<file path="src/isp_defines.svh">
`ifndef ISP_DEFINES_SVH
`define ISP_DEFINES_SVH

// Register word indices on the Wishbone bus; byte address is four times the index.
`define ISP_IDX_SENSE 3'h0
`define ISP_IDX_ENABLE 3'h1
`define ISP_IDX_FLAGS 3'h2
`define ISP_IDX_PRIO_A 3'h3
`define ISP_IDX_PRIO_B 3'h4

// Reset values.
`define ISP_RST_SENSE 8'h00
`define ISP_RST_ENABLE 8'h00
`define ISP_RST_FLAGS 8'h00
`define ISP_RST_PRIO_A 8'h00
`define ISP_RST_PRIO_B 8'h00
`define ISP_RST_PIN_PREV 8'hFF

// Priority bit positions inside priority_group_b.
`define ISP_TIMER3_LEVEL_BIT 7
`define ISP_TIMER4_LEVEL_BIT 6
`define ISP_XFER_GROUP0_LEVEL_BIT 5
`define ISP_XFER_GROUP1_LEVEL_BIT 4
`define ISP_SERIAL0_LEVEL_BIT 3
`define ISP_SERIAL1_LEVEL_BIT 2
`define ISP_ADC_LEVEL_BIT 1
// Priority bit position inside priority_group_a.
`define ISP_TIMER2_LEVEL_BIT 0

// Source counts and the first external vector.
`define ISP_NUM_PINS 8
`define ISP_NUM_INT 34
`define ISP_NUM_SRC 42
`define ISP_EXT_VEC_BASE 8'h0C

// Internal source vectors, index 0 first, ascending.
`define ISP_INT_VECTORS {8'h14, 8'h15, 8'h18, 8'h19, 8'h1A, 8'h1C, 8'h1D, 8'h1E, 8'h20, 8'h21, 8'h22, \
	8'h24, 8'h25, 8'h26, 8'h28, 8'h29, 8'h2A, 8'h2C, 8'h2D, 8'h2E, 8'h2F, 8'h30, 8'h31, 8'h32, 8'h33, \
	8'h34, 8'h35, 8'h36, 8'h37, 8'h38, 8'h39, 8'h3A, 8'h3B, 8'h3C}

// Level bit of every source as a position in {priority_group_a, priority_group_b}.
`define ISP_EXT_LEVEL_POS {4'hF, 4'hE, 4'hD, 4'hD, 4'hC, 4'hC, 4'hC, 4'hC}
`define ISP_INT_LEVEL_POS {4'hB, 4'hB, 4'hA, 4'hA, 4'hA, 4'h9, 4'h9, 4'h9, 4'h8, 4'h8, 4'h8, \
	4'h7, 4'h7, 4'h7, 4'h6, 4'h6, 4'h6, 4'h5, 4'h5, 4'h5, 4'h5, 4'h4, 4'h4, 4'h4, 4'h4, \
	4'h3, 4'h3, 4'h3, 4'h3, 4'h2, 4'h2, 4'h2, 4'h2, 4'h1}

`endif

</file>
<file path="src/isp_pkg.sv">
package isp_pkg;

	typedef struct packed {
		logic valid;
		logic level;
		logic [7:0] vector;
	} isp_cpu_req_t;

	typedef struct packed {
		logic [7:0] prio_a;
		logic [7:0] prio_b;
		logic [7:0] sense;
		logic [7:0] enable;
		logic [7:0] flags;
		logic [7:0] armed;
		logic [7:0] pin_prev;
		logic wb_ack;
		logic [31:0] wb_dat;
		isp_cpu_req_t cpu;
		logic [7:0] ext_active;
	} isp_state_t;

endpackage

</file>
<file path="src/isp_irq_sense_priority.sv">
`timescale 1ns/10ps
`default_nettype none
`include "isp_defines.svh"

// Functional notes
// - prio_a bit 0 sets timer2 level.
// - prio_b bit 7 sets timer3 level.
// - prio_b bit 6 sets timer4 level.
// - prio_b bit 5 sets transfer group0 level.
// - prio_b bit 4 sets transfer group1 level.
// - prio_b bit 3 sets serial0 level.
// - prio_b bit 2 sets serial1 level.
// - prio_b bit 1 sets converter level.
// - prio_b bit 0 stores and reads back.
// - prio_b zero on reset and standby.
// - Level mode sets flag while pin low.
// - Edge mode sets flag on falling edge.
// - Flag cleared by read one, write zero.
// - Exception handling clears flag per mode.
// - Flag writes only clear, ones ignored.
// - Flags zero on reset and standby.
// - Enable bit n gates pin n.
// - Enables zero on reset and standby.
// - Sense bit: zero level, one edge.
// - Sense zero on reset and standby.
// - Eight pins plus 34 internal sources.
// - Same level: smaller vector wins.
// - Pins 0 to 7 use vectors 12-19.
module isp_irq_sense_priority
	import isp_pkg::*;
(
	input wire logic clk_i,
	input wire logic rst_i,
	input wire logic standby_i,
	input wire logic cyc_i,
	input wire logic stb_i,
	input wire logic we_i,
	input wire logic [4:2] adr_i,
	input wire logic [3:0] sel_i,
	input wire logic [31:0] dat_i,
	output logic [31:0] dat_o,
	output logic ack_o,
	input wire logic [7:0] ext_request_pin_n_i,
	input wire logic [33:0] int_req_i,
	input wire logic exc_ack_i,
	input wire logic [7:0] exc_ack_vec_i,
	output isp_cpu_req_t cpu_req_o,
	output logic [7:0] ext_active_o
);

	localparam logic [0:33][7:0] INT_VEC = `ISP_INT_VECTORS;
	localparam logic [0:7][3:0] EXT_LVL = `ISP_EXT_LEVEL_POS;
	localparam logic [0:33][3:0] INT_LVL = `ISP_INT_LEVEL_POS;

	isp_state_t st_r;
	isp_state_t st_nxt;

	logic access;
	logic wr_lo;
	logic [15:0] prio_all;
	logic [7:0] set_ev;
	logic [7:0] exc_clr;
	logic [7:0] sw_clr;
	logic [7:0] ev_vec;
	logic found_hi;
	logic found_lo;
	logic [7:0] vec_hi;
	logic [7:0] vec_lo;
	logic req;
	logic lvl;

	always_comb begin
		st_nxt = st_r;
		access = cyc_i && stb_i && !st_r.wb_ack;
		wr_lo = access && we_i && sel_i[0];
		prio_all = {st_r.prio_a, st_r.prio_b};
		set_ev = '0;
		exc_clr = '0;
		sw_clr = '0;
		found_hi = 1'b0;
		found_lo = 1'b0;
		vec_hi = '0;
		vec_lo = '0;
		req = 1'b0;
		lvl = 1'b0;
		ev_vec = '0;

		// Pin detection and flag clearing, one pin per pass.
		for (int n = 0; n < `ISP_NUM_PINS; n++) begin
			ev_vec = `ISP_EXT_VEC_BASE + 8'(n);
			if (!st_r.sense[n]) begin
				set_ev[n] = !ext_request_pin_n_i[n];
				exc_clr[n] = exc_ack_i && exc_ack_vec_i == ev_vec && ext_request_pin_n_i[n];
			end else begin
				set_ev[n] = st_r.pin_prev[n] && !ext_request_pin_n_i[n];
				exc_clr[n] = exc_ack_i && exc_ack_vec_i == ev_vec;
			end
			// A written zero clears only a flag that was read as one; a one leaves it alone.
			sw_clr[n] = wr_lo && adr_i == `ISP_IDX_FLAGS && !dat_i[n] && st_r.armed[n];
		end

		st_nxt.pin_prev = ext_request_pin_n_i;
		// The set wins over any clear in the same cycle.
		st_nxt.flags = (st_r.flags & ~(sw_clr | exc_clr)) | set_ev;
		st_nxt.armed = st_r.armed & st_nxt.flags & ~sw_clr;

		st_nxt.wb_ack = access;
		st_nxt.wb_dat = '0;
		if (access && !we_i) begin
			if (adr_i == `ISP_IDX_SENSE) begin
				st_nxt.wb_dat = {24'h000000, st_r.sense};
			end else if (adr_i == `ISP_IDX_ENABLE) begin
				st_nxt.wb_dat = {24'h000000, st_r.enable};
			end else if (adr_i == `ISP_IDX_FLAGS) begin
				st_nxt.wb_dat = {24'h000000, st_r.flags};
				st_nxt.armed = st_nxt.armed | (st_r.flags & st_nxt.flags);
			end else if (adr_i == `ISP_IDX_PRIO_A) begin
				st_nxt.wb_dat = {24'h000000, st_r.prio_a};
			end else if (adr_i == `ISP_IDX_PRIO_B) begin
				st_nxt.wb_dat = {24'h000000, st_r.prio_b};
			end
		end
		if (wr_lo) begin
			if (adr_i == `ISP_IDX_SENSE) begin
				st_nxt.sense = dat_i[7:0];
			end else if (adr_i == `ISP_IDX_ENABLE) begin
				st_nxt.enable = dat_i[7:0];
			end else if (adr_i == `ISP_IDX_PRIO_A) begin
				st_nxt.prio_a = dat_i[7:0];
			end else if (adr_i == `ISP_IDX_PRIO_B) begin
				st_nxt.prio_b = dat_i[7:0];
			end
		end

		// Sources are scanned in ascending vector order, so the first hit at a level is its winner.
		for (int i = 0; i < `ISP_NUM_SRC; i++) begin
			if (i < `ISP_NUM_PINS) begin
				req = st_r.flags[i] && st_r.enable[i];
				lvl = prio_all[EXT_LVL[i]];
				ev_vec = `ISP_EXT_VEC_BASE + 8'(i);
			end else begin
				req = int_req_i[i - `ISP_NUM_PINS];
				lvl = prio_all[INT_LVL[i - `ISP_NUM_PINS]];
				ev_vec = INT_VEC[i - `ISP_NUM_PINS];
			end
			if (req && lvl && !found_hi) begin
				found_hi = 1'b1;
				vec_hi = ev_vec;
			end
			if (req && !lvl && !found_lo) begin
				found_lo = 1'b1;
				vec_lo = ev_vec;
			end
		end
		st_nxt.cpu.valid = found_hi || found_lo;
		st_nxt.cpu.level = found_hi;
		st_nxt.cpu.vector = found_hi ? vec_hi : vec_lo;
		st_nxt.ext_active = st_r.flags & st_r.enable;

		// Hardware standby initialises every register just as reset does, outputs included,
		// so no request or bus answer computed from the old state leaks out after it.
		if (standby_i) begin
			st_nxt.prio_a = `ISP_RST_PRIO_A;
			st_nxt.prio_b = `ISP_RST_PRIO_B;
			st_nxt.sense = `ISP_RST_SENSE;
			st_nxt.enable = `ISP_RST_ENABLE;
			st_nxt.flags = `ISP_RST_FLAGS;
			st_nxt.armed = '0;
			st_nxt.pin_prev = `ISP_RST_PIN_PREV;
			st_nxt.wb_ack = 1'b0;
			st_nxt.wb_dat = '0;
			st_nxt.cpu = '0;
			st_nxt.ext_active = '0;
		end
	end

	always_ff @(posedge clk_i) begin
		if (rst_i) begin
			st_r.prio_a <= `ISP_RST_PRIO_A;
			st_r.prio_b <= `ISP_RST_PRIO_B;
			st_r.sense <= `ISP_RST_SENSE;
			st_r.enable <= `ISP_RST_ENABLE;
			st_r.flags <= `ISP_RST_FLAGS;
			st_r.armed <= '0;
			st_r.pin_prev <= `ISP_RST_PIN_PREV;
			st_r.wb_ack <= 1'b0;
			st_r.wb_dat <= '0;
			st_r.cpu <= '0;
			st_r.ext_active <= '0;
		end else begin
			st_r <= st_nxt;
		end
	end

	assign dat_o = st_r.wb_dat;
	assign ack_o = st_r.wb_ack;
	assign cpu_req_o = st_r.cpu;
	assign ext_active_o = st_r.ext_active;

endmodule
`default_nettype wire

</file>
<file path="config.mk">
export PLATFORM = sky130hd
export DESIGN_NAME = isp_irq_sense_priority
export DESIGN_NICKNAME = d
export VERILOG_FILES = /design/src/isp_pkg.sv /design/src/isp_irq_sense_priority.sv
export VERILOG_INCLUDE_DIRS = /design/src
export SDC_FILE = /design/constraint.sdc
export NUM_CORES = 1
export LEC_CHECK = 0
export ABC_AREA = 1
export BUFFER_PORTS_ARGS = -buffer_cell sky130_fd_sc_hd__buf_4
export CAP_MARGIN = 20
export CORE_MARGIN = 1.5
export CORE_UTILIZATION = 35
export CTS_CLUSTER_DIAMETER = 40
export CTS_CLUSTER_SIZE = 20
export DETAILED_ROUTE_END_ITERATION = 10
export GPL_ROUTABILITY_DRIVEN = 0
export PLACE_DENSITY = 0.6
export SLEW_MARGIN = 40
export SYNTH_ARGS = -nofsm -noshare
export SYNTH_HDL_FRONTEND = slang
export SYNTH_SLANG_ARGS = --single-unit
</file>
<file path="constraint.sdc">
create_clock -name clk_i -period 3.79 [get_ports clk_i]
set_input_delay 0.5685 -clock clk_i [delete_from_list [all_inputs] [get_ports clk_i]]
set_output_delay 0.5685 -clock clk_i [all_outputs]
set_load 0.01 [all_outputs]
</file>
==> Word level (Yosys, flattened, before mapping) <==
Cells that the tools add are included.
{ "word_totals": {"ff_bits": 107, "inputBits": 96, "word_cells": 578, "out_inout_bits": 51} }
{ "classes": {"reduce_logical": 344, "bitwise": 14, "eq_ne": 12, "n_mux": 194} }
{ "ops": {"columns": ["operator", "n"], "rows": [
  ["two-way mux 8 bit", 92],
  ["logical AND 1 bit", 220],
  ["zero test 1 bit", 115],
  ["two-way mux 1 bit", 100],
  ["bitwise AND 8 bit", 5],
  ["== test 8 x 4 -> 1 bit (second input constant)", 4],
  ["== test 8 x 5 -> 1 bit (second input constant)", 4],
  ["OR 8 bit", 3],
  ["inverter 8 bit", 2],
  ["two-way mux 4 bit", 2],
  ["OR reduction 7 bit", 1],
  ["== test 3 x 2 -> 1 bit (second input constant)", 2],
  ["AND reduction 5 bit", 1],
  ["inverter 1 bit", 4],
  ["AND reduction 4 bit", 1],
  ["== test 3 x 1 -> 1 bit (second input constant)", 1],
  ["== test 3 bit (second input constant)", 1],
  ["zero test 3 bit", 1],
  ["AND reduction 3 bit", 1],
  ["OR reduction 3 bit", 1],
  ["AND reduction 2 bit", 1],
  ["OR reduction 2 bit", 1],
  ["logical OR 1 bit", 1]
]} }

==> Depth between registers and ports, before layout <==
Gate-level depths: netlist (run 1).
{ "depth": {"depth_word": 127, "ltp_mapped": 26, "mapped_depth_nobuf": 26} }

==> Least setup slack after synthesis (run 1) <==
Ideal clock, no wire load.
{ "synth_timing": {"path_type": "register to register", "from": "register st_r[67] in the netlist's numbering", "to": "register st_r (netlist bit cpu_req_o[4])", "path_slack_ns": 0.708, "stages_incl_launch_ff": 27, "required_ns": 3.673, "t_arrival_ns": 2.965, "synth_period_minus_slack_ns": 3.082, "n_path_buf": 0, "setup_time_ns": 0.117, "path_cell_list": "dfxtp_1 nand3_2 nand2_2 nor2_4 nand4_4 nor2_4 nand4_4 nor2_4 nand4_4 nor2_4 nand4_4 nor2_4 nand4_4 nor2_4 nand4_4 nor2_4 nand4_4 nor2_2 nand4_2 nor2_2 nand3_2 nor2_4 nand3_2 clkinv_2 nand2_2 nor2_1 nor2_1"} }
{ "synth_via": {"elab_chain_cells": 127} }
{ "synth_rtl": {"columns": ["element", "line_no", "text"], "rows": [
  ["start, declared", "isp_irq_sense_priority.sv:55", "isp_state_t st_r;"],
  ["start signal, assigned", "isp_irq_sense_priority.sv:191", "st_r <= st_nxt;"],
  ["logical AND 1 bit *", "isp_irq_sense_priority.sv:138", "req = st_r.flags[i] && st_r.enable[i];"],
  ["logical AND 1 bit (on tied branches)", "isp_irq_sense_priority.sv:150, isp_irq_sense_priority.sv:146", null],
  ["two-way mux 1 bit (on tied branches)", "isp_irq_sense_priority.sv:150, isp_irq_sense_priority.sv:146", null],
  ["zero test 1 bit (on tied branches)", "isp_irq_sense_priority.sv:150, isp_irq_sense_priority.sv:146", null],
  ["logical AND 1 bit (on tied branches)", "isp_irq_sense_priority.sv:150, isp_irq_sense_priority.sv:146", null],
  ["two-way mux 1 bit (on tied branches)", "isp_irq_sense_priority.sv:150, isp_irq_sense_priority.sv:146", null],
  ["zero test 1 bit (on tied branches)", "isp_irq_sense_priority.sv:150, isp_irq_sense_priority.sv:146", null],
  ["logical AND 1 bit (on tied branches)", "isp_irq_sense_priority.sv:150, isp_irq_sense_priority.sv:146", null],
  ["[... 111 more ...]", null, null],
  ["two-way mux 1 bit (on tied branches)", "isp_irq_sense_priority.sv:150, isp_irq_sense_priority.sv:146", null],
  ["zero test 1 bit (on tied branches)", "isp_irq_sense_priority.sv:150, isp_irq_sense_priority.sv:146", null],
  ["logical AND 1 bit (on tied branches)", "isp_irq_sense_priority.sv:150, isp_irq_sense_priority.sv:146", null],
  ["two-way mux 1 bit (on tied branches)", "isp_irq_sense_priority.sv:150, isp_irq_sense_priority.sv:146", null],
  ["zero test 1 bit (on tied branches)", "isp_irq_sense_priority.sv:150, isp_irq_sense_priority.sv:146", null],
  ["logical AND 1 bit (on tied branches)", "isp_irq_sense_priority.sv:150, isp_irq_sense_priority.sv:146", null],
  ["two-way mux 8 bit, or another cell as far along", "isp_irq_sense_priority.sv:150", "if (req && !lvl && !found_lo) begin"],
  ["two-way mux 8 bit *", "isp_irq_sense_priority.sv:157", "st_nxt.cpu.vector = found_hi ? vec_hi : vec_lo;"]
]} }
Every way passes the cells marked *; elsewhere a longest branch is shown, timed or not.
A chain may end at the register's enable or synchronous reset.

==> Worst setup path in the final report (run 1) <==
{ "layout_timing": {"from": "register st_r[69] in the netlist's numbering", "to": "register st_r (netlist bit cpu_req_o[3])"} }
{ "layout_via": {"elab_chain_cells": 122} }
{ "layout_rtl": {"columns": ["element", "line_no"], "rows": [
  ["logical AND 1 bit *", "isp_irq_sense_priority.sv:138"],
  ["logical AND 1 bit (on tied branches) (2 in a row)", "isp_irq_sense_priority.sv:150, isp_irq_sense_priority.sv:146"],
  ["two-way mux 1 bit (on tied branches)", "isp_irq_sense_priority.sv:150, isp_irq_sense_priority.sv:146"],
  ["zero test 1 bit (on tied branches)", "isp_irq_sense_priority.sv:150, isp_irq_sense_priority.sv:146"],
  ["logical AND 1 bit (on tied branches)", "isp_irq_sense_priority.sv:150, isp_irq_sense_priority.sv:146"],
  ["two-way mux 1 bit (on tied branches)", "isp_irq_sense_priority.sv:150, isp_irq_sense_priority.sv:146"],
  ["zero test 1 bit (on tied branches)", "isp_irq_sense_priority.sv:150, isp_irq_sense_priority.sv:146"],
  ["logical AND 1 bit (on tied branches)", "isp_irq_sense_priority.sv:150, isp_irq_sense_priority.sv:146"],
  ["[... 105 more ...]", null],
  ["two-way mux 1 bit (on tied branches)", "isp_irq_sense_priority.sv:150, isp_irq_sense_priority.sv:146"],
  ["zero test 1 bit (on tied branches)", "isp_irq_sense_priority.sv:150, isp_irq_sense_priority.sv:146"],
  ["logical AND 1 bit (on tied branches)", "isp_irq_sense_priority.sv:150, isp_irq_sense_priority.sv:146"],
  ["two-way mux 1 bit (on tied branches)", "isp_irq_sense_priority.sv:150, isp_irq_sense_priority.sv:146"],
  ["zero test 1 bit (on tied branches)", "isp_irq_sense_priority.sv:150, isp_irq_sense_priority.sv:146"],
  ["logical AND 1 bit (on tied branches)", "isp_irq_sense_priority.sv:150, isp_irq_sense_priority.sv:146"],
  ["two-way mux 8 bit, or another cell as far along", "isp_irq_sense_priority.sv:150"],
  ["two-way mux 8 bit *", "isp_irq_sense_priority.sv:157"]
]} }
Marked as above.

==> results.sh, run 1 <==
export IMPL_multi_input_area_mm2=0.00312
export IMPL_hp_class="input port to register"
export IMPL_synth_cell_type_count=46
export IMPL_reg2regPathDepth=26
export IMPL_finalMaxSlewViolations=0
export IMPL_area_delta_synth_final_pct=17.9
export IMPL_peakVddDrop_uv=189
export IMPL_fp_dieH_um=129
export IMPL_async_reset_ff_frac=0
export IMPL_relSlewSlack=0.604
export IMPL_critPathMaxFanout=5
export IMPL_regToRegSetupSlack_ps=350
export IMPL_avgRoutedWirePerCell_um=13.9
export IMPL_grt_usage=0.188
export IMPL_worstPathArrival_ps=3690
export IMPL_skew_ps=6.93
export IMPL_synthCells=812
export IMPL_nFillCells=1626
export IMPL_die_area_mm2=0.0167
export IMPL_grt_pass1_wl_mm=24.7
export IMPL_fmax_ghz=0.291
export IMPL_min_period_ps=3440
export IMPL_grt_max_degree=39
export IMPL_holdBufCountCts=0
export IMPL_final_common_cell="nand2_1"
export IMPL_max_clock_path_buffers=2
export IMPL_antenna_found_initial=0
export IMPL_grt_pass1_vias=4961
export IMPL_cts_tree="built"
export IMPL_tns_ps=0
export IMPL_regArea_mm2=0.00163
export IMPL_routed_wl_mm=15.3
export IMPL_drive_gt1_frac=0.218
export IMPL_syn_area_mm2=0.00557
export IMPL_power_density_mw_per_mm2=301
export IMPL_p_leak_uw=0.00309
export IMPL_hold_violations=0
export IMPL_synth_edf_count=0
export IMPL_period_share=0.908
export IMPL_worst_r2r_endpoint="cpu_req_o[3]$_SDFF_PP0_"
export IMPL_vias=5364
export IMPL_ys_ff_latch=81
export IMPL_drtPass1Iterations=5
export IMPL_synth_warnings=0
export IMPL_outcome="finished, final reports clean"
export IMPL_clock_latency_ps=350
export IMPL_nets=981
export IMPL_ys_seq_area_frac=0.291
export IMPL_numCtsBuffers=9
export IMPL_final_cell_mix="nand2_1 (134), inv_1 (126), buf_4 (102), nor2_1 (96), dfxtp_1 (78)"
export IMPL_coreArea_mm2=0.0154
export IMPL_crit_path_start_kind="register"
export IMPL_critical_path_endpoint="cpu_req_o[3]$_SDFF_PP0_"
export IMPL_drc_errors=0
export IMPL_syn_avg_cell_area_um2=6.86
export IMPL_r2r_start="st_r[69]$_SDFF_PP0_"
export IMPL_ios=147
export IMPL_die_w_um=129
export IMPL_synth_flop_cell="dfxtp_1"
export IMPL_clkTransAtPathRegs_ps=70
export IMPL_gr_total_overflow=0
export IMPL_start_util=0.363
export IMPL_worstPathRequired_ps=4040
export IMPL_portBuffers=93
export IMPL_rsz0062_at_grt="no"
export IMPL_rows=45
export IMPL_cp_end_kind="register"
export IMPL_vias_per_cell=4.87
export IMPL_cts_root_buf="clkbuf_16"
export IMPL_cts_sinks=81
export IMPL_utilization=0.428
export IMPL_antenna_diode_count=0
export IMPL_h_tree_depth=3
export IMPL_tightest_slew_ps=586
export IMPL_drv_cap=0
export IMPL_dp_hpwl_mm=12.4
export IMPL_report_final_setup_viol=0
export IMPL_crit_start="st_r[69]$_SDFF_PP0_"
export IMPL_crit_type="register to register"
export IMPL_detail_route_antenna_nets=0
export IMPL_drt_initial_drc_count=413
[Yosys cell counts (all sizes together) (2+ instances only)]
| library cell | n | area share |
|---|---|---|
| nand2 | 139 | 0.096 |
| inv | 130 | 0.088 |
| nor2 | 118 | 0.10 |
| dfxtp | 81 | 0.29 |
| buf | 53 | 0.070 |
| nand3 | 50 | 0.053 |
| o21ai | 50 | 0.046 |
| a21oi | 42 | 0.039 |
| nand4 | 37 | 0.083 |
| nor3 | 21 | 0.019 |
| o22ai | 13 | 0.015 |
| clkbuf | 12 | 0.0081 |
| o211ai | 11 | 0.015 |
| or2 | 10 | 0.011 |
| o221ai | 5 | 0.0079 |
| o32ai | 5 | 0.0079 |
| nand3b | 4 | 0.0054 |
| nor3b | 4 | 0.0054 |
| o2111ai | 4 | 0.0063 |
| nor4 | 3 | 0.0034 |
| o311ai | 3 | 0.0047 |
| a221oi | 2 | 0.0031 |
| a311oi | 2 | 0.0031 |
| and3 | 2 | 0.0025 |
| clkinv | 2 | 0.0016 |
| o41ai | 2 | 0.0031 |
[critical path, stage by stage (launching register included)]
cell     delay [ps]
dfxtp_2         370
nand3_1         130
nand2_2          70
nor2_4          170
nand4_4         110
nor2_4          150
nand4_4         110
nor2_4          130
nand4_4         100
nor2_4          160
nand4_4         100
nor2_4          150
nand4_4         100
nor2_4          140
nand4_4         110
nor2_4          120
nand4_4         100
nor2_2          110
nand4_2         120
nor2_2          140
nand3_2         110
nor2_4          120
nand3_2          90
nor2_1           90
nand3_1         110
nand2_1          90
inv_1            40
[kinds of logic (layout without fill, tap and decap cells)]
kind of cell / after synthesis / in the layout / synth area share
AO/OA/AOI/OAI: 145 / 145 / 0.159
buffers and inverters: 197 / 250 / 0.167
flip-flops: 81 / 81 / 0.291
other: 1 / 26 / 0.000673
AND/OR/NAND/NOR: 388 / 388 / 0.383
[worst min-delay path by stage]
stage | start | to | cells after the start
6_report | ext_request_pin_n_i[7] | st_r[58]$_SDFF_PP1_ | 2
4_1_cts | ext_request_pin_n_i[5] | st_r[56]$_SDFF_PP1_ | 2
2_1_floorplan | st_r[80]$_SDFFE_PP0P_ | ext_active_o[5]$_SDFF_PP0_ | 2
3_5_place_dp | st_r[90]$_SDFFE_PP0P_ | st_r[90]$_SDFFE_PP0P_ | 2
5_1_grt | ext_request_pin_n_i[4] | st_r[55]$_SDFF_PP1_ | 2
3_3_place_gp | st_r[80]$_SDFFE_PP0P_ | st_r[80]$_SDFFE_PP0P_ | 2
[where the power goes]
part           total, uW  internal [uW]  leakage, uW  switching [uW]
Combinational        230           90.2      0.00229             140
Clock                872            466     0.000144             406
Sequential           877            864     0.000658            12.8
[metrics by stage]
step	worst slack (ps)	cells	instance area [um2]	total power, uW	hold WS, ps
final	348	1101	6570	1980	425
after global routing	3.01	1101	6570	2060	426
after CTS	211	1096	6530	1990	426
after detailed placement	220	1080	6230	1120	465
after global placement	260	1080	6230	1120	462
after floorplan	708	837	5670	1030	439
[final cells by class]
type / instances / share of cell area
repair buffers: 102 / 0.116
inverters: 132 / 0.0756
multi-input cells: 559 / 0.475
clock buffers: 9 / 0.0343
well taps: 211 / 0.0402
flip-flops and latches: 81 / 0.247
clock inverters: 7 / 0.0110
[registers in the layout, indices dropped and copies added, names as in the netlist]
signal and count:
ack_o 1, cpu_req_o 8, dat_o 8, ext_active_o 8, lvl 1, prio_all 15, st_r 40
[timing repair]
| action | 4_1_cts | 5_1_grt |
|---|---|---|
| resized for setup | 0 | 4 |
| setup endpoints to repair | 0 | 7 |
| buffers inserted | 0 | 5 |
[per-layer routing]
metal | track usage | up-vias | part of all wire
met1 | 0.258 | 2411 | 0.48
met4 | 0.0674 | 0 | 0.020
met2 | 0.299 | 143 | 0.45
met5 | 0 | - | 0
met3 | 0.0301 | 23 | 0.054
li1 | - | 2787 | -
(Power assumes the default switching activity.)
==> run 2, diff against run 1 <==
Settings changed: PLACE_DENSITY 0.6 to 0.53.
==> results.sh, run 2 (synthesis results as in run 1) <==
export IMPL_grt_pass1_wl_mm=25.8
export IMPL_power_density_mw_per_mm2=334
export IMPL_fp_dieH_um=129
export IMPL_rsz0062_at_grt="yes"
export IMPL_antenna_found_initial=0
export IMPL_clkTransAtPathRegs_ps=60
export IMPL_report_final_setup_viol=0
export IMPL_h_tree_depth=3
export IMPL_drtPass1Iterations=7
export IMPL_detail_route_antenna_nets=0
export IMPL_relSlewSlack=0.460
export IMPL_clock_latency_ps=330
export IMPL_largest_reg_flops=40
export IMPL_avgRoutedWirePerCell_um=14.4
export IMPL_die_w_um=129
export IMPL_nets=989
export IMPL_total_power_uw=2250
export IMPL_drt_initial_drc_count=356
export IMPL_critPathMaxFanout=7
export IMPL_largest_register="st_r"
export IMPL_holdWs_ps=436
export IMPL_peakVddDrop_uv=237
export IMPL_gr_total_overflow=0
export IMPL_skew_ps=5.62
export IMPL_outcome="finished, final reports clean"
export IMPL_cts_sinks=81
export IMPL_placed_area_mm2=0.00623
export IMPL_min_period_ps=3480
export IMPL_area_delta_synth_final_pct=20.8
export IMPL_cp_end_kind="register"
export IMPL_portBuffers=93
export IMPL_final_common_cell="nand2_1"
export IMPL_cts_tree="built"
export IMPL_holdBufCountCts=0
export IMPL_drv_cap=0
export IMPL_grt_pass1_vias=5028
export IMPL_routed_wl_mm=16.0
export IMPL_reg2regPathDepth=24
export IMPL_cts_root_buf="clkbuf_16"
export IMPL_drc_errors=0
export IMPL_antenna_diode_count=0
export IMPL_r2r_start="prio_all[12]$_SDFFE_PP0P_"
export IMPL_ios=147
export IMPL_drive_gt1_frac=0.225
export IMPL_max_clock_path_buffers=2
export IMPL_vias_per_cell=4.86
export IMPL_tightest_slew_ps=800
export IMPL_period_share=0.918
export IMPL_min_to="st_r[56]$_SDFF_PP1_"
export IMPL_final_area_mm2=0.00673
export IMPL_worstPathArrival_ps=3740
export IMPL_finalMaxSlewViolations=0
export IMPL_worstPathRequired_ps=4050
export IMPL_grt_max_degree=39
export IMPL_coreArea_mm2=0.0154
export IMPL_tns_ps=0
export IMPL_crit_path_start_kind="register"
export IMPL_hold_path_depth=2
export IMPL_min_from="ext_request_pin_n_i[5]"
export IMPL_hp_class="input port to register"
export IMPL_worst_r2r_endpoint="cpu_req_o[1]$_SDFF_PP0_"
export IMPL_final_cell_mix="nand2_1 (134), inv_1 (126), buf_4 (110), nor2_1 (96), dfxtp_1 (78)"
export IMPL_vias=5390
export IMPL_start_util=0.363
export IMPL_grt_usage=0.197
export IMPL_dp_hpwl_mm=12.7
export IMPL_crit_type="register to register"
export IMPL_die_area_mm2=0.0167
export IMPL_fmax_ghz=0.287
export IMPL_numCtsBuffers=9
export IMPL_hold_violations=0
export IMPL_regToRegSetupSlack_ps=310
export IMPL_p_leak_uw=0.00317
export IMPL_rows=45
[run 2: cell types whose count changed in the layout (fill, tap and decap cells not counted), moves of 2 or more]
cell / previous run / this run
bufinv_16: 0 / 5
inv_6: 3 / 0
buf_4: 102 / 110
inv_8: 2 / 0
[run 2: per-layer routing]
metal	global-route usage	wire length [um]	share of wire	up-vias
li1	-	-	-	2785
met1	0.285	8180	0.51	2461
met5	0	0	0	-
met4	0.0502	230	0.014	0
met2	0.307	6850	0.43	128
met3	0.0293	699	0.044	16
[run 2: worst max path at each step]
| stage | startpoint | end | depth (start not counted) |
|---|---|---|---|
| floorplan | st_r[67]$_SDFF_PP0_ | cpu_req_o[4]$_SDFF_PP0_ | 26 |
| global placement | st_r[67]$_SDFF_PP0_ | cpu_req_o[4]$_SDFF_PP0_ | 26 |
| detailed placement | st_r[69]$_SDFF_PP0_ | cpu_req_o[5]$_SDFF_PP0_ | 26 |
| CTS | st_r[69]$_SDFF_PP0_ | cpu_req_o[5]$_SDFF_PP0_ | 26 |
| global route | prio_all[13]$_SDFFE_PP0P_ | cpu_req_o[2]$_SDFF_PP0_ | 26 |
| finish | prio_all[12]$_SDFFE_PP0P_ | cpu_req_o[1]$_SDFF_PP0_ | 24 |
[run 2: layout make-up]
type / count / area [um2]
Fill cell: 1630 / 8640
Multi-Input combinational cell: 559 / 3130
Sequential cell: 81 / 1630
Timing Repair Buffer: 110 / 826
Inverter: 132 / 497
Tap cell: 211 / 264
Clock buffer: 11 / 243
Clock inverter: 5 / 150
[run 2: what timing repair did]
action | in CTS | in global routing
buffers inserted | 0 | 13
setup endpoints to repair | 0 | 7
hold endpoints to repair | 0 | 0
resized for setup | 0 | 5
[run 2: per-stage QoR]
step | utilization | worst slack [ps] | instances
2_1_floorplan | - | 708 | 837
3_3_place_gp | 0.405 | 284 | 1080
3_5_place_dp | 0.405 | 262 | 1080
4_1_cts | 0.431 | 240 | 1096
5_1_grt | 0.438 | -24.3 | 1109
6_report | 0.438 | 310 | 1109
[run 2: worst max-delay path: stages (launching register included)]
cell,delay [ps]
dfxtp_1,440
inv_2,120
nand3_1,170
nand4_4,130
nor2_4,170
nand4_4,110
nor2_4,130
nand4_4,100
nor2_4,160
nand4_4,110
nor2_4,140
nand4_4,100
nor2_4,130
nand4_4,100
nor2_4,180
nand4_4,120
nor2_4,140
nand4_4,100
nor2_4,150
nand3_1,90
nor2_2,120
o21ai_2,90
nand2_1,90
nand2_1,60
a21oi_2,110
[run 2: power by group]
group          switching (uW)  internal (uW)
clock network             343            795
logic                     142           90.7
registers                13.2            865
total                     498           1750
